[src/pkg/rfc_pkg.sv]
// Shared constants, register map and types of the redundancy failover controller
package rfc_pkg;
    localparam int NUM_ALARMS = 19;
    localparam int CLK_HZ = 20_000_000;
    localparam int GUARD_S = 20;
    localparam int GUARD_CYCLES = GUARD_S * CLK_HZ;
    localparam int SWITCH_MS = 500;
    localparam int SWITCH_CYCLES = (SWITCH_MS * (CLK_HZ / 1000));
    localparam int KEEPALIVE_CYCLES = 20_000_000;
    localparam int CNT_W = 32;
    localparam logic [7:0] ADDR_CTRL = 8'h00;
    localparam logic [7:0] ADDR_TRIG_EN = 8'h04;
    localparam logic [7:0] ADDR_BLOCK_EN = 8'h08;
    localparam logic [7:0] ADDR_STATUS = 8'h0C;
    localparam logic [7:0] ADDR_ID = 8'h10;
    localparam logic [31:0] ID_VALUE = 32'h0000_5A5A;
    localparam int CTRL_LOCK_LSB = 0;
    localparam int ST_ACTIVE_BIT = 0;
    localparam int ST_GUARD_BIT = 1;
    localparam int ST_PENDING_BIT = 2;
    localparam int ST_KA_LOST_BIT = 3;
    localparam int ST_LED_LSB = 4;
    localparam int ST_SWCNT_LSB = 8;
    localparam logic [18:0] TRIG_EN_RST = 19'h7_FFFF;
    localparam logic [18:0] BLOCK_EN_RST = 19'h0_0000;
    typedef enum logic [1:0] {
        RFC_SW_AUTO = 2'h0,
        RFC_SW_PRIMARY = 2'h1,
        RFC_SW_SECONDARY = 2'h2
    } rfc_sw_lock_t;
    typedef enum logic [1:0] {
        RFC_HW_AUTO = 2'h0,
        RFC_HW_A = 2'h1,
        RFC_HW_B = 2'h2
    } rfc_hw_lock_t;
    typedef struct packed {
        logic [NUM_ALARMS-1:0] alarm;
        logic power_fail;
        logic powered;
        logic keepalive;
    } rfc_unit_t;
    typedef struct packed {
        logic led_a_orange;
        logic led_b_orange;
        logic led_auto_green;
    } rfc_leds_t;
endpackage : rfc_pkg

[src/design/rfc_sync.sv]
// Three-stage input synchroniser with agreement of the last two stages
`timescale 1ns/1ps
module rfc_sync #(
    parameter int W = 1,
    parameter logic [W-1:0] RST = '0
) (
    pclk,
    presetn,
    d,
    q
);
    input wire logic pclk;
    input wire logic presetn;
    input wire logic [W-1:0] d;
    output logic [W-1:0] q;
    logic [W-1:0] s1_r;
    logic [W-1:0] s2_r;
    logic [W-1:0] s3_r;
    logic [W-1:0] q_nxt;
    genvar i;
    generate
        for (i = 0; i < W; i++) begin : g_bit
            // Value moves only when stages two and three agree
            assign q_nxt[i] = (s2_r[i] == s3_r[i]) ? s3_r[i] : q[i];
        end
    endgenerate
    always_ff @(posedge pclk or negedge presetn) begin
        if (!presetn) begin
            s1_r <= RST;
            s2_r <= RST;
            s3_r <= RST;
            q <= RST;
        end else begin
            s1_r <= d;
            s2_r <= s1_r;
            s3_r <= s2_r;
            q <= q_nxt;
        end
    end
endmodule : rfc_sync

[src/design/rfc_top.sv]
// Redundancy failover controller: active unit selection, locks, LEDs and APB registers
//
// Overview of operation
// RULE_01 - Switch on enabled alarm or keep-alive loss
// RULE_02 - Per-alarm trigger and blocking enables
// RULE_03 - Standby power fail or blocking alarm suppresses
// RULE_04 - Suppressed switch happens when inhibit clears
// RULE_05 - Hardware lock A/B forces that unit
// RULE_06 - Hardware auto follows normal evaluation only
// RULE_07 - LEDs show A, B or auto lock
// RULE_08 - Exactly one LED lit
// RULE_09 - Hardware lock beats software lock
// RULE_10 - Hardware auto re-applies software lock
// RULE_11 - Remote input only in hardware auto
// RULE_12 - Remote input active low, idle high
// RULE_13 - Software lock primary, secondary, automatic
// RULE_14 - Releasing lock causes no revert
// RULE_15 - Twenty second guard after switch-over
// RULE_16 - Primary active at power-up, else powered
// RULE_17 - Switch completes within half second
// RULE_18 - Keep-alive timeout in clock ticks
//
// The placing of the registers and register access over APB were decided locally.
`timescale 1ns/1ps
module rfc_top
    import rfc_pkg::*;
#(
    parameter int GUARD_TICKS = rfc_pkg::GUARD_CYCLES,
    parameter int KA_TICKS = rfc_pkg::KEEPALIVE_CYCLES
) (
    input wire logic pclk,
    input wire logic presetn,
    input wire logic psel,
    input wire logic penable,
    input wire logic pwrite,
    input wire logic [7:0] paddr,
    input wire logic [31:0] pwdata,
    output logic [31:0] prdata,
    output logic pready,
    output logic pslverr,
    input wire rfc_pkg::rfc_unit_t unit_a,
    input wire rfc_pkg::rfc_unit_t unit_b,
    input wire logic [1:0] hw_lock,
    input wire logic remote_switch_n,
    output logic active_b,
    output rfc_pkg::rfc_leds_t leds
);
    import rfc_pkg::*;

    localparam int UW = $bits(rfc_unit_t);

    // Synchronised pin inputs
    rfc_unit_t ua_s;
    rfc_unit_t ub_s;
    logic [1:0] hw_s;
    logic remote_n_s;

    rfc_sync #(.W(UW)) u_sync_a (.pclk(pclk), .presetn(presetn), .d(unit_a), .q(ua_s));
    rfc_sync #(.W(UW)) u_sync_b (.pclk(pclk), .presetn(presetn), .d(unit_b), .q(ub_s));
    rfc_sync #(.W(2)) u_sync_hw (.pclk(pclk), .presetn(presetn), .d(hw_lock), .q(hw_s));
    rfc_sync #(.W(1), .RST(1'b1)) u_sync_rm (.pclk(pclk), .presetn(presetn), .d(remote_switch_n), .q(remote_n_s));

    // Registers
    logic [1:0] sw_lock_r;
    logic [NUM_ALARMS-1:0] trig_en_r;
    logic [NUM_ALARMS-1:0] block_en_r;
    logic active_b_r;
    logic active_b_nxt;
    logic started_r;
    // Start-up waits until the pin synchronisers hold real values;
    // otherwise a unit still seen as unpowered would pend a phantom switch
    logic [3:0] settle_r;
    logic pending_r;
    logic pending_nxt;
    logic [CNT_W-1:0] guard_cnt_r;
    logic [CNT_W-1:0] ka_cnt_r;
    logic ka_prev_r;
    logic remote_prev_r;
    logic [1:0] hw_prev_r;
    logic [15:0] sw_count_r;
    logic [31:0] prdata_r;

    // Active and standby views
    rfc_unit_t act_u;
    rfc_unit_t stb_u;
    assign act_u = active_b_r ? ub_s : ua_s;
    assign stb_u = active_b_r ? ua_s : ub_s;

    // Keep-alive watchdog on rising edges of the active unit's indication
    wire ka_edge = act_u.keepalive & ~ka_prev_r;
    wire ka_lost = (ka_cnt_r >= CNT_W'(KA_TICKS)); // RULE_18

    // Trigger and blocking evaluation
    wire [NUM_ALARMS-1:0] act_trig = act_u.alarm & trig_en_r; // RULE_02
    wire [NUM_ALARMS-1:0] stb_block = stb_u.alarm & block_en_r; // RULE_02
    wire trigger = (|act_trig) | ka_lost | ~act_u.powered; // RULE_01
    wire inhibit = stb_u.power_fail | ~stb_u.powered | (|stb_block); // RULE_03
    wire guard_busy = (guard_cnt_r != '0); // RULE_15

    // Remote control: falling edge of the low-active input is a request
    wire remote_req = remote_prev_r & ~remote_n_s; // RULE_12

    wire hw_auto = (hw_s == RFC_HW_AUTO); // RULE_06
    wire hw_forced = (hw_s == RFC_HW_A) | (hw_s == RFC_HW_B);
    wire hw_target_b = (hw_s == RFC_HW_B);
    wire sw_forced = (sw_lock_r == RFC_SW_PRIMARY) | (sw_lock_r == RFC_SW_SECONDARY);
    wire sw_target_b = (sw_lock_r == RFC_SW_SECONDARY);
    // Leaving a hardware lock re-applies the software lock, but an auto setting keeps the current unit
    wire hw_released = (hw_prev_r != RFC_HW_AUTO) & hw_auto; // RULE_10

    // Want to move away from the current active unit
    wire auto_want = (trigger | pending_r | (remote_req & hw_auto)); // RULE_11

    always_comb begin
        active_b_nxt = active_b_r;
        pending_nxt = pending_r;
        if (!started_r) begin
            // Primary unless only the secondary is powered
            active_b_nxt = ~ua_s.powered & ub_s.powered; // RULE_16
            pending_nxt = 1'b0;
        end else if (hw_forced) begin
            active_b_nxt = hw_target_b; // RULE_05 RULE_09
            pending_nxt = 1'b0;
        end else if (sw_forced) begin
            active_b_nxt = sw_target_b; // RULE_13 RULE_10
            pending_nxt = 1'b0;
        end else if (auto_want) begin
            // Hold the request while inhibited or guarded so it fires on clearing
            if (inhibit || guard_busy) begin
                pending_nxt = trigger | pending_r | (remote_req & hw_auto); // RULE_04 RULE_15
            end else begin
                active_b_nxt = ~active_b_r; // RULE_01 RULE_17
                pending_nxt = 1'b0;
            end
        end
        // No revert on release: without a software lock, only a trigger, pending or remote request moves the unit
        if (hw_released && !sw_forced && !auto_want) begin
            active_b_nxt = active_b_r; // RULE_14
        end
    end

    wire switched = started_r & (active_b_nxt != active_b_r);

    always_ff @(posedge pclk or negedge presetn) begin
        if (!presetn) begin
            active_b_r <= 1'b0;
            pending_r <= 1'b0;
            started_r <= 1'b0;
            settle_r <= 4'h0;
        end else begin
            active_b_r <= active_b_nxt;
            pending_r <= pending_nxt;
            settle_r <= {settle_r[2:0], 1'b1};
            started_r <= settle_r[3]; // RULE_16
        end
    end

    // Guard timer and keep-alive watchdog; a switch restarts both
    always_ff @(posedge pclk or negedge presetn) begin
        if (!presetn) begin
            guard_cnt_r <= '0;
        end else if (switched) begin
            guard_cnt_r <= CNT_W'(GUARD_TICKS); // RULE_15
        end else if (guard_busy) begin
            guard_cnt_r <= guard_cnt_r - 1'b1;
        end
    end

    always_ff @(posedge pclk or negedge presetn) begin
        if (!presetn) begin
            ka_cnt_r <= '0;
        end else if (switched || ka_edge || !started_r) begin
            ka_cnt_r <= '0; // RULE_18
        end else if (!ka_lost) begin
            ka_cnt_r <= ka_cnt_r + 1'b1;
        end
    end

    always_ff @(posedge pclk or negedge presetn) begin
        if (!presetn) begin
            ka_prev_r <= 1'b0;
            remote_prev_r <= 1'b1;
            hw_prev_r <= 2'h0;
            sw_count_r <= 16'h0000;
        end else begin
            ka_prev_r <= switched ? 1'b0 : act_u.keepalive;
            remote_prev_r <= remote_n_s;
            hw_prev_r <= hw_s;
            if (switched) begin
                sw_count_r <= sw_count_r + 16'h0001;
            end
        end
    end

    // LEDs: one-hot from the lock position and active unit
    always_ff @(posedge pclk or negedge presetn) begin
        if (!presetn) begin
            leds <= '{led_a_orange: 1'b0, led_b_orange: 1'b0, led_auto_green: 1'b1};
        end else begin
            leds.led_a_orange <= hw_forced & ~active_b_nxt; // RULE_07 RULE_08
            leds.led_b_orange <= hw_forced & active_b_nxt; // RULE_07 RULE_08
            leds.led_auto_green <= ~hw_forced; // RULE_07 RULE_08
        end
    end

    assign active_b = active_b_r;

    // APB slave: zero wait states, unmapped addresses raise pslverr
    wire apb_acc = psel & penable;
    wire apb_wr = apb_acc & pwrite;
    wire sel_ctrl = (paddr == ADDR_CTRL);
    wire sel_trig = (paddr == ADDR_TRIG_EN);
    wire sel_blk = (paddr == ADDR_BLOCK_EN);
    wire sel_st = (paddr == ADDR_STATUS);
    wire sel_id = (paddr == ADDR_ID);
    wire mapped = sel_ctrl | sel_trig | sel_blk | sel_st | sel_id;
    // The unused fourth lock code is refused so software cannot park in an undefined mode
    wire lock_ok = (pwdata[CTRL_LOCK_LSB +: 2] != 2'h3);

    wire [31:0] status_word = {8'h00, sw_count_r, 1'b0, leds, ka_lost, pending_r, guard_busy, active_b_r};
    wire [31:0] rd_mux = sel_ctrl ? {30'h0000_0000, sw_lock_r} :
                         sel_trig ? {13'h0000, trig_en_r} :
                         sel_blk ? {13'h0000, block_en_r} :
                         sel_st ? status_word :
                         sel_id ? ID_VALUE : 32'h0000_0000;

    always_ff @(posedge pclk or negedge presetn) begin
        if (!presetn) begin
            sw_lock_r <= 2'h0;
            trig_en_r <= TRIG_EN_RST;
            block_en_r <= BLOCK_EN_RST;
        end else if (apb_wr) begin
            if (sel_ctrl && lock_ok) begin
                sw_lock_r <= pwdata[CTRL_LOCK_LSB +: 2]; // RULE_13
            end
            if (sel_trig) begin
                trig_en_r <= pwdata[NUM_ALARMS-1:0]; // RULE_02
            end
            if (sel_blk) begin
                block_en_r <= pwdata[NUM_ALARMS-1:0]; // RULE_02
            end
        end
    end

    always_ff @(posedge pclk or negedge presetn) begin
        if (!presetn) begin
            prdata_r <= 32'h0000_0000;
        end else if (psel && !penable && !pwrite) begin
            prdata_r <= rd_mux;
        end
    end

    assign prdata = prdata_r;
    assign pready = 1'b1;
    assign pslverr = apb_acc & (~mapped | (pwrite & (sel_st | sel_id)) | (pwrite & sel_ctrl & ~lock_ok));

endmodule : rfc_top

[config.mk]
export PLATFORM = sky130hd
export DESIGN_NAME = rfc_top
export DESIGN_NICKNAME = d
export VERILOG_FILES = /design/src/pkg/rfc_pkg.sv /design/src/design/rfc_sync.sv /design/src/design/rfc_top.sv
export SDC_FILE = /design/constraint.sdc
export NUM_CORES = 1
export LEC_CHECK = 0
export BUFFER_PORTS_ARGS = -buffer_cell sky130_fd_sc_hd__buf_2
export CAP_MARGIN = 20
export CELL_PAD_IN_SITES_DETAIL_PLACEMENT = 0
export CELL_PAD_IN_SITES_GLOBAL_PLACEMENT = 1
export CORE_MARGIN = 2
export CORE_UTILIZATION = 52
export DETAILED_ROUTE_END_ITERATION = 10
export PLACE_DENSITY_LB_ADDON = 0.1
export REMOVE_ABC_BUFFERS = 1
export SETUP_SLACK_MARGIN = 0.5
export SYNTH_ARGS = -nofsm -noshare
export SYNTH_HDL_FRONTEND = slang
export SYNTH_SLANG_ARGS = --single-unit
[constraint.sdc]
create_clock -name pclk -period 5.5 [get_ports pclk]
set_clock_uncertainty 0.15 [all_clocks]
set_input_delay 0.825 -clock pclk [delete_from_list [all_inputs] [get_ports pclk]]
set_output_delay 0.825 -clock pclk [all_outputs]
set_load 0.02 [all_outputs]
**Word level (Yosys, flattened, before mapping)**

Cells that the tools add are included.

- Flip-flop bits (word level): 354
- Input bits: 92

- Add/subtract/negate cells: 3
- Order comparisons: 1
- Equal/unequal tests: 59
- Muxes and demuxes: 23
- Bitwise operators: 41
- Reduce and logical (&&, ||, !) cells: 23

Operator list:

| kind | count |
|---|---|
| 2-to-1 mux 32 bit | 4 |
| 2-to-1 mux 24 bit | 4 |
| == test 1 bit | 47 |
| 2-to-1 mux 22 bit | 2 |
| bitwise AND 19 bit | 2 |
| OR reduction 19 bit | 2 |
| adder 32 x 1 -> 32 bit, second input constant | 1 |
| >= comparator 32 x 25 -> 1 bit, second input constant | 1 |
| nonzero test 32 bit | 1 |
| subtractor 32 x 1 -> 32 bit, second input constant | 1 |
| adder 16 x 1 -> 16 bit, second input constant | 1 |
| == test 8 x 4 -> 1 bit, second input constant | 2 |
| 2-to-1 mux 15 bit | 1 |
| OR 1 bit | 15 |
| bitwise AND 1 bit | 14 |
| 2-to-1 mux 1 bit | 12 |
| NOT 1 bit | 10 |
| == test 8 x 3 -> 1 bit, second input constant | 1 |
| == test 8 x 5 -> 1 bit, second input constant | 1 |
| zero test 8 bit | 1 |
| AND reduction 2 bit | 3 |
| logical AND 1 bit | 5 |
| zero test 1 bit | 5 |
| == test 2 x 1 -> 1 bit, second input constant | 2 |
| 8 further kinds | 12 |

**Logic depth before layout (Yosys ltp)**

Gate-level depths: netlist of the first run.

- Depth in word-level cells: 17
- Gate-level depth with buffers: 11
- Gate-level depth less buffers: 9

**By module**

Synthesis of the first run repeated with hierarchy kept, for this count alone.

- Cell total of the unflattened synthesis: 1023
- Area total of the unflattened synthesis: 13496.7 µm²

By module, submodules not included:

| module | times used | cells an instance | area an instance (µm²) | seq. area each (µm²) |
|---|---|---|---|---|
| rfc_top | 1 | 788 | 8257.9 | 3980.1 |
| rfc_sync at u_sync_a ... | 2 | 110 | 2449.8 | 2202.1 |
| rfc_sync at u_sync_hw | 1 | 10 | 222.7 | 200.2 |
| rfc_sync at u_sync_rm | 1 | 5 | 116.4 | 105.1 |

**Worst setup path before layout of the first run**

OpenSTA, ideal clock, no wires.

- Path type: in2out
- Start point: input paddr[2]
- End point: output pslverr
- Arrival: 2.055 ns
- Data required time: 4.525 ns
- Path slack: 2.470 ns
- Stages: 5
- Buffers on the path: 2
- Cells stage by stage: clkbuf_1 clkbuf_1 a21o_1 nand2_1 a41oi_1

- Word-level cells in the longest chain between the ends: 9
- Elaborated cells on any way between the ends: 17

RTL lines:

| what | RTL line | text |
|---|---|---|
| start, declared | rfc_top.sv:36 | `input wire logic [7:0] paddr,` |
| == test 8 x 3 -> 1 bit or zero test 8 bit (tied branches) | rfc_top.sv:212, rfc_top.sv:211 |  |
| OR 1 bit (4 in series) | rfc_top.sv:216 | `wire mapped = sel_ctrl \| sel_trig \| sel_blk \| sel_st \| sel_id;` |
| NOT 1 bit | rfc_top.sv:255 | `assign pslverr = apb_acc & (~mapped \| (pwrite & (sel_st \| sel_id)) \| (pwrite & sel_ctrl & ~lock_ok));` |
| OR 1 bit | rfc_top.sv:255 |  |
| OR 1 bit (*) | rfc_top.sv:255 |  |
| bitwise AND 1 bit (*) | rfc_top.sv:255 |  |
| end, declared | rfc_top.sv:40 | `output logic pslverr,` |

Every way passes the cells marked *; elsewhere a longest branch is shown, timed or not.

**Worst setup path in the final report of the first run**

- Start point: register active_b_r (netlist: active_b)
- End point: register sw_count_r[1]

- Word-level cells in the longest chain between the ends: 14
- Elaborated cells on any way between the ends: 26

RTL lines:

| what | RTL line | text |
|---|---|---|
| start, declared | rfc_top.sv:67 | `logic active_b_r;` |
| start signal, assigned | rfc_top.sv:151 | `active_b_r <= active_b_nxt;` |
| 2-to-1 mux 22 bit | rfc_top.sv:86 | `assign act_u = active_b_r ? ub_s : ua_s;` |
| bitwise AND 19 bit | rfc_top.sv:94 | `wire [NUM_ALARMS-1:0] act_trig = act_u.alarm & trig_en_r;` |
| OR reduction 19 bit | rfc_top.sv:96 | `wire trigger = (\|act_trig) \| ka_lost \| ~act_u.powered;` |
| OR 1 bit (2 in series) | rfc_top.sv:96 |  |
| OR 1 bit (2 in series) | rfc_top.sv:112 | `wire auto_want = (trigger \| pending_r \| (remote_req & hw_auto));` |
| 2-to-1 mux 1 bit | rfc_top.sv:127 | `end else if (auto_want) begin` |
| 2-to-1 mux 1 bit | rfc_top.sv:124 | `end else if (sw_forced) begin` |
| 2-to-1 mux 1 bit | rfc_top.sv:121 | `end else if (hw_forced) begin` |
| 2-to-1 mux 1 bit | rfc_top.sv:117 | `if (!started_r) begin` |
| 2-to-1 mux 1 bit | rfc_top.sv:137 | `if (hw_released && !sw_forced && !auto_want) begin` |
| != test 1 bit (*) | rfc_top.sv:142 | `wire switched = started_r & (active_b_nxt != active_b_r);` |
| bitwise AND 1 bit (*) | rfc_top.sv:142 |  |
| end signal, assigned | rfc_top.sv:190 | `sw_count_r <= sw_count_r + 16'h0001;` |
| end, declared | rfc_top.sv:80 | `logic [15:0] sw_count_r;` |

Marks and branches as above.
A chain may end at the register's enable or synchronous reset.

==> reports/results.tsv, run 1 <==
stage	metric	value	unit
cells_and_area	regArea	8690	sq um
setup_path	critPathCaptureType	register	
placed_design	io_buffers	107	
setup_path	r2r-end	sw_count_r[1]$_DFFE_PN0N_	
sta	setup_viol	0	
placed_design	dp.cells	1452	
synthesis	synth_cell_types	75	
synthesis	synthSimpleGateAreaFrac	0.114	
setup_path	required	5.74	ns
sta	slew-limit-headroom	0.310	
synthesis	seq_area_frac_synth	0.637	
sta	finalHoldViolations	0	
power_and_ir_drop	p_leak	6.94	nW
sta	period_share	0.690	
detailed_routing	wl_met2	12100	um
cells_and_area	insertedDiodeCount	0	
cells_and_area	layout.nets	1254	
detailed_routing	wl	26400	um
clocking	cts_tree	yes	
synthesis	synth_ff_type	dfrtp_1	
global_routing	antenna_found_initial	0	
setup_path	arrival	4.03	ns
setup_path	worstRegToRegCells	8	
setup_path	max_stage_delay	1.05	ns
synthesis	ys_seq_elements	346	
cells_and_area	drive_gt1_frac	0.253	
synthesis	synthAdderAreaFrac	0.0409	
global_routing	grt_max_degree	108	
clocking	h-tree-depth	2	
setup_path	slowest_stage	dfrtp_2	
sta	finalSetupTns	0	ns
setup_path	crit_start	active_b$_DFF_PN0_	
synthesis	synth_area_leaders	dfrtp_1, mux2_2, dfstp_2	
detailed_routing	ant_nets	0	
floorplanning	rows	59	
setup_path	worstSetupPathType	register to register	
detailed_routing	wirelength_met1	12800	um
detailed_routing	vias	8033	
cells_and_area	multiInputGateArea	4620	sq um
global_routing	track_usage	0.196	
setup_path	crit_chain	mux2_2, a222oi_1, nand3_1, nor4_4, o21bai_4, a21oi_2, buf_4, mux2_1	
detailed_routing	drtIter0Drc	465	
synthesis	syn_area	13600	sq um
detailed_routing	firstDrtPassIters	4	
sta	max_freq	0.264	GHz
floorplanning	core_area	25900	sq um
detailed_routing	vias_per_cell	5.31	
floorplanning	die_y	166	um
outcome	status	finished, final reports clean	
clocking	cts_resized	0	
synthesis	synth_top_cells_by_count	dfrtp_1, nor2_1, nand2_1, mux2_2, maj3_1	
setup_path	r2r-start	active_b$_DFF_PN0_	
floorplanning	start_util	0.526	
clocking	cts_buffers	36	
hold_path	hp-class	primary input to asynchronous set/reset pin	
detailed_routing	routedWlPerCell	17.4	um
sta	tightest_slew	1.04	ns
synthesis	synth_area_per_cell	13.2	sq um
clocking	postCtsSetupBuffers	0	
power_and_ir_drop	switching_share	0.255	
clocking	clk-insertion-delay-late	0.52	ns
floorplanning	die-area	27500	sq um
cells_and_area	fin_util	0.604	
power_and_ir_drop	max-vdd-ir-drop	286	uV
synthesis	synth.most_common_cell	dfrtp_1	
floorplanning	fp.dieW	166	um
placed_design	place_ws	1.68	ns
setup_path	cp_max_fo	43	
synthesis	synth_compound_area_frac	0.0653	
global_routing	grt_pass1_wl	43500	um
setup_path	crit_path_start_kind	register	
sta	maxSlewViolCount	0	
placed_design	hpwl	18200	um
flow_run	drv_cap	0	
power_and_ir_drop	combPwrFrac	0.123	
clocking	root_buffer	clkbuf_16	
cells_and_area	areaGrowthSynthToFinish	14.7	%
synthesis	netlist_instances	1034	
sta	grt_setup_unrepaired	false	
power_and_ir_drop	pwr-share-seq	0.480	
synthesis	synth_top_cell_area_share	0.589	
detailed_routing	highest_layer	met4	
setup_path	rrSetupSlack	1.71	ns
detailed_routing	met3_length	924	um
clocking	clk_pin_slew	0.06	ns
cells_and_area	instances_no_fill	1514	
clocking	cts_hold_buf	0	
synthesis	synthMuxAreaShare	0.0739	
detailed_routing	drc	0	
synthesis	synth_edf_count	0	
global_routing	grt_pass1_vias	8020	
power_and_ir_drop	power.share.clock	0.397	
floorplanning	io_pins	130	
sta	min_period	3.79	ns
synthesis	synth_top_family_by_area	simple AND/OR/NAND/NOR gates	
clocking	cts_sinks	346	
placed_design	gp_congestion	0.801	
power_and_ir_drop	p_sw	1.56	mW
power_and_ir_drop	power_density	391	nW/um^2
synthesis	async_flop_share	1.00	
global_routing	grt-ovfl-total	0	
power_and_ir_drop	internal-power	4.56	mW
cells_and_area	fill_cells	2080	
clocking	clk_path_buf_depth	3	
synthesis	synthXorXnorAreaFrac	0.0424	
synthesis	ys.warnings.count	0	
synthesis	synth_largest_area_cell	dfrtp_1	
sta	timing.final.ws_setup	1.71	ns
## worst max path at each step
stage | to | slack (ns) | depth (start not counted)
6_report | sw_count_r[1]$_DFFE_PN0N_ | 1.71 | 8
5_1_grt | ka_cnt_r[13]$_DFFE_PN0P_ | 1.45 | 8
4_1_cts | sw_count_r[1]$_DFFE_PN0N_ | 1.66 | 8
3_5_place_dp | sw_count_r[1]$_DFFE_PN0N_ | 1.68 | 8
3_3_place_gp | sw_count_r[1]$_DFFE_PN0N_ | 1.69 | 8
2_1_floorplan | sw_count_r[1]$_DFFE_PN0N_ | 1.45 | 6
## logic make-up after synthesis
kind of cell | count (synthesis)
adder cells (fa/ha/maj) | 54
AO/OA/AOI/OAI | 118
other | 2
XOR/XNOR | 66
buffers and inverters | 67
AND/OR/NAND/NOR | 294
flip-flops | 346
multiplexers | 87
## critical path, delay by kind of cell (launching register included)
family,cells,cell delay (ns)
buffers and inverters,1,0.27
flip-flops,1,1.05
AO/OA/AOI/OAI,3,0.77
AND/OR/NAND/NOR,2,0.65
multiplexers,2,0.76
## final cells by class
type | instances | share of cell area
clock buffers | 50 | 0.0628
clock inverters | 12 | 0.0132
inverters | 24 | 0.00576
multi-input cells | 629 | 0.295
flip-flops and latches | 346 | 0.555
well taps | 335 | 0.0268
repair buffers | 118 | 0.0409
## metrics by stage
stage          instance area [sq um]  hold slack [ns]  total power, mW
5_1_grt                        15700            0.202             6.41
3_5_place_dp                   14500            0.185             3.73
4_1_cts                        15700            0.195             6.21
6_report                       15700            0.185             6.12
3_3_place_gp                   14500            0.181             3.72
2_1_floorplan                  13400            0.181             3.44
## sequential cells by signal, indices dropped and copies added (netlist names), 2 cells and up
signal / cells
u_sync_b.q: 22
u_sync_a.s3_r: 22
u_sync_b.s3_r: 22
u_sync_hw.s1_r: 2
ka_cnt_r: 32
prdata: 24
sw_lock_r: 2
sw_count_r: 16
u_sync_a.s2_r: 22
u_sync_b.s1_r: 22
trig_en_r: 19
u_sync_hw.s3_r: 2
u_sync_a.s1_r: 22
guard_cnt_r: 32
leds: 3
u_sync_a.q: 22
settle_r: 4
hw_prev_r: 2
u_sync_hw.s2_r: 2
u_sync_hw.q: 2
u_sync_b.s2_r: 22
block_en_r: 19
## per-layer routing
layer / global-route usage / up-vias
met1: 0.296 / 3988
met3: 0.0272 / 42
li1: - / 3874
met2: 0.299 / 129
met5: 0 / -
met4: 0.0605 / 0
## cells in the final DEF (no fill, tap or decap), drive strengths merged, types with 15 or more instances in the layout
cell	Yosys	layout
xor2	39	39
buf	23	118
dfrtp	321	321
clkbuf	20	50
maj3	47	47
mux2	82	82
a22oi	34	34
o31ai	19	19
nand4	23	23
inv	24	25
nand3	16	16
nor2	87	87
a21oi	19	19
nand2	75	75
xnor2	27	27
dfstp	25	25
nor4	15	15
## power by group through the flow
stage	Sequential, mW	Clock, mW	Combinational, mW
after CTS	2.94	2.51	0.766
after global routing	2.96	2.61	0.839
after global placement	2.97	0	0.749
after floorplan	2.92	0	0.520
final	2.94	2.43	0.753
after detailed placement	2.98	0	0.756
Note: power is estimated with default switching activity, not from simulation.
==> run 2: changes to the inputs <==
Settings changed: ABC_AREA from default to 1, CORE_UTILIZATION 52 to 46.
Clock period 5.5 ns to 3.5 ns, I/O delays scaled along.
==> reports/results.tsv, run 2 <==
stage	metric	value	unit
sta	tightest_slew	0.713	ns
clocking	clk_pin_slew	0.06	ns
clocking	cts_buffers	38	
sta	finalHoldViolations	0	
sta	setup_viol	0	
clocking	h-tree-depth	2	
placed_design	dp.cells	1839	
synthesis	synth_ff_type	dfrtp_1	
cells_and_area	fin_util	0.565	
power_and_ir_drop	p_leak	7.74	nW
synthesis	seq_area_frac_synth	0.633	
detailed_routing	wl	29600	um
sta	min_period	2.77	ns
global_routing	grt_max_degree	86	
synthesis	ys_seq_elements	346	
clocking	root_buffer	clkbuf_16	
placed_design	hpwl	20000	um
placed_design	gp_congestion	0.868	
synthesis	synth_area_per_cell	10.1	sq um
power_and_ir_drop	power_density	580	nW/um^2
synthesis	async_flop_share	1.00	
setup_path	crit_family	simple AND/OR/NAND/NOR gates	
power_and_ir_drop	max-vdd-ir-drop	444	uV
detailed_routing	wl_met2	13700	um
setup_path	arrival	3.03	ns
sta	finalSetupTns	0	ns
synthesis	synth_cell_types	41	
global_routing	grt-ovfl-total	0	
setup_path	required	3.76	ns
global_routing	grt_pass1_wl	48600	um
floorplanning	fp.dieW	177	um
placed_design	io_buffers	107	
cells_and_area	layout.nets	1640	
floorplanning	io_pins	130	
setup_path	worstSetupPathType	register to register	
setup_path	crit_path_start_kind	register	
detailed_routing	vias_per_cell	4.84	
detailed_routing	routedWlPerCell	15.1	um
detailed_routing	vias	9494	
floorplanning	rows	63	
global_routing	track_usage	0.197	
detailed_routing	drtIter0Drc	483	
detailed_routing	firstDrtPassIters	5	
sta	max_freq	0.361	GHz
floorplanning	start_util	0.466	
cells_and_area	regArea	8690	sq um
synthesis	synth.most_common_cell	dfrtp_1	
setup_path	max_stage_delay	0.50	ns
placed_design	post_dp_cell_area	14700	sq um
synthesis	synth_area_leaders	dfrtp_1, nand2_1, dfstp_2	
setup_path	crit_chain	buf_8, nand2_1, nand3_1, nand2_1, nor2_2, nand2_1, nor2_2, nand3_2, nand2_1, nand2_1, nand3_1, nand2_1, nand2_2, nand2_2, nand2_2, nand2_8, nand2_4, clkbuf_16, nor2_1	
detailed_routing	highest_layer	met4	
sta	period_share	0.792	
synthesis	synth_top_cells_by_count	dfrtp_1, nand2_1, nor2_1, inv_1, o21ai_0	
detailed_routing	ant_nets	0	
cells_and_area	fill_cells	2653	
cells_and_area	layout_common_cells	dfrtp_1, nand2_1, inv_1	
setup_path	slowest_stage	dfrtp_2	
detailed_routing	drc	0	
setup_path	cp_common_cell	nand2_1	
global_routing	antenna_found_initial	0	
setup_path	rrSetupSlack	0.73	ns
synthesis	synth_largest_area_cell	dfrtp_1	
synthesis	synth_edf_count	0	
clocking	cts_sinks	346	
outcome	status	finished, final reports clean	
cells_and_area	areaGrowthSynthToFinish	21.3	%
synthesis	syn_area	13700	sq um
synthesis	ys.warnings.count	0	
setup_path	cp_max_fo	16	
detailed_routing	met3_length	1250	um
setup_path	critPathCaptureType	register	
clocking	clk-insertion-delay-late	0.53	ns
floorplanning	die_y	177	um
global_routing	grt_pass1_vias	9353	
clocking	clk_path_buf_depth	3	
floorplanning	core_area	29500	sq um
cells_and_area	layout.cells.most_common	dfrtp_1	
setup_path	worst-path-buf-inv	2	
hold_path	hp-class	primary input to register	
synthesis	netlist_instances	1358	
cells_and_area	instances_no_fill	1960	
cells_and_area	insertedDiodeCount	0	
floorplanning	die-area	31200	sq um
cells_and_area	drive_gt1_frac	0.152	
sta	slew-limit-headroom	0.523	
sta	grt_setup_unrepaired	false	
cells_and_area	design_area	16700	sq um
cells_and_area	multiInputGateArea	4300	sq um
synthesis	synth_top_cell_area_share	0.585	
flow_run	drv_cap	0	
sta	maxSlewViolCount	0	
clocking	cts_tree	yes	
detailed_routing	wirelength_met1	13900	um
## run 2: changes by cell type in the layout (fill, tap and decap cells not counted), moves of 55 or more
cell	before	now
inv_1	24	143
mux2_2	69	0
nand2_1	75	287
nand3_1	16	77
nor2_1	87	142
o21ai_0	12	97
## run 2: worst paths after layout
path                       cells after the start                          end                  startpoint
max                                           19     ka_cnt_r[19]$_DFFE_PN0P_          active_b$_DFF_PN0_
min                                            3    trig_en_r[10]$_DFFE_PN1P_                  pwdata[10]
max reg2reg                                   19     ka_cnt_r[19]$_DFFE_PN0P_          active_b$_DFF_PN0_
min reg2reg                                    0   u_sync_b.s2_r[3]$_DFF_PN0_  u_sync_b.s1_r[3]$_DFF_PN0_
max in group asynchronous                      3  guard_cnt_r[11]$_DFFE_PN0P_                     presetn
min in group asynchronous                      2  u_sync_a.s3_r[11]$_DFF_PN0_                     presetn
## run 2: area by class of cell
type / instances / share of cell area
Tap cell: 390 / 0.0293
Multi-Input combinational cell: 830 / 0.258
Inverter: 146 / 0.0338
Timing Repair Buffer: 179 / 0.0791
Sequential cell: 346 / 0.522
Clock inverter: 15 / 0.0134
Clock buffer: 54 / 0.0644
## run 2: metrics by stage
stage | total power [mW] | setup WS (ns) | hold WS [ns]
after floorplan | 5.12 | -0.168 | 0.0794
after global placement | 5.51 | 0.406 | 0.181
after detailed placement | 5.53 | 0.369 | 0.185
after CTS | 9.73 | 0.519 | 0.0812
after global routing | 10.1 | 0.515 | 0.108
final | 9.66 | 0.729 | 0.0998
## run 2: worst register-to-register path, delay by kind of cell (launching register included)
family / cells / cell delay [ns]
AND/OR/NAND/NOR: 17 / 1.62
flip-flops: 1 / 0.50
buffers and inverters: 2 / 0.37
## run 2: kinds of logic (layout without fill, tap and decap cells)
| logic type | after synthesis | after routing | synth area share |
|---|---|---|---|
| fa+ha+maj | 54 | 54 | 0.0407 |
| flops | 346 | 346 | 0.633 |
| simple gates | 568 | 568 | 0.172 |
| buf+inv | 190 | 394 | 0.0591 |
| xor+xnor | 50 | 50 | 0.0319 |
| mux | 1 | 1 | 0.000729 |
| other cells | 2 | 10 | 0.000547 |
| compound gates | 147 | 147 | 0.0619 |
## run 2: routing by layer
layer	up-vias	global-route usage
met2	174	0.315
met1	4564	0.281
met3	55	0.0314
met5	-	0
li1	4701	-
met4	0	0.0575
## run 2: what timing repair did
action,in CTS,in global routing
gates resized for setup,5,20
hold buffers,48,0
endpoints found under the hold margin,109,0
cloned,0,1
pin swaps,0,4
buffers inserted,0,3
setup endpoints to repair,66,67
## run 2: where the power goes
group | total [mW] | leakage, nW | switching (mW) | internal [mW]
clock network | 4.10 | 0.631 | 1.59 | 2.52
registers | 4.48 | 4.22 | 0.210 | 4.27
logic | 1.07 | 2.89 | 0.647 | 0.423
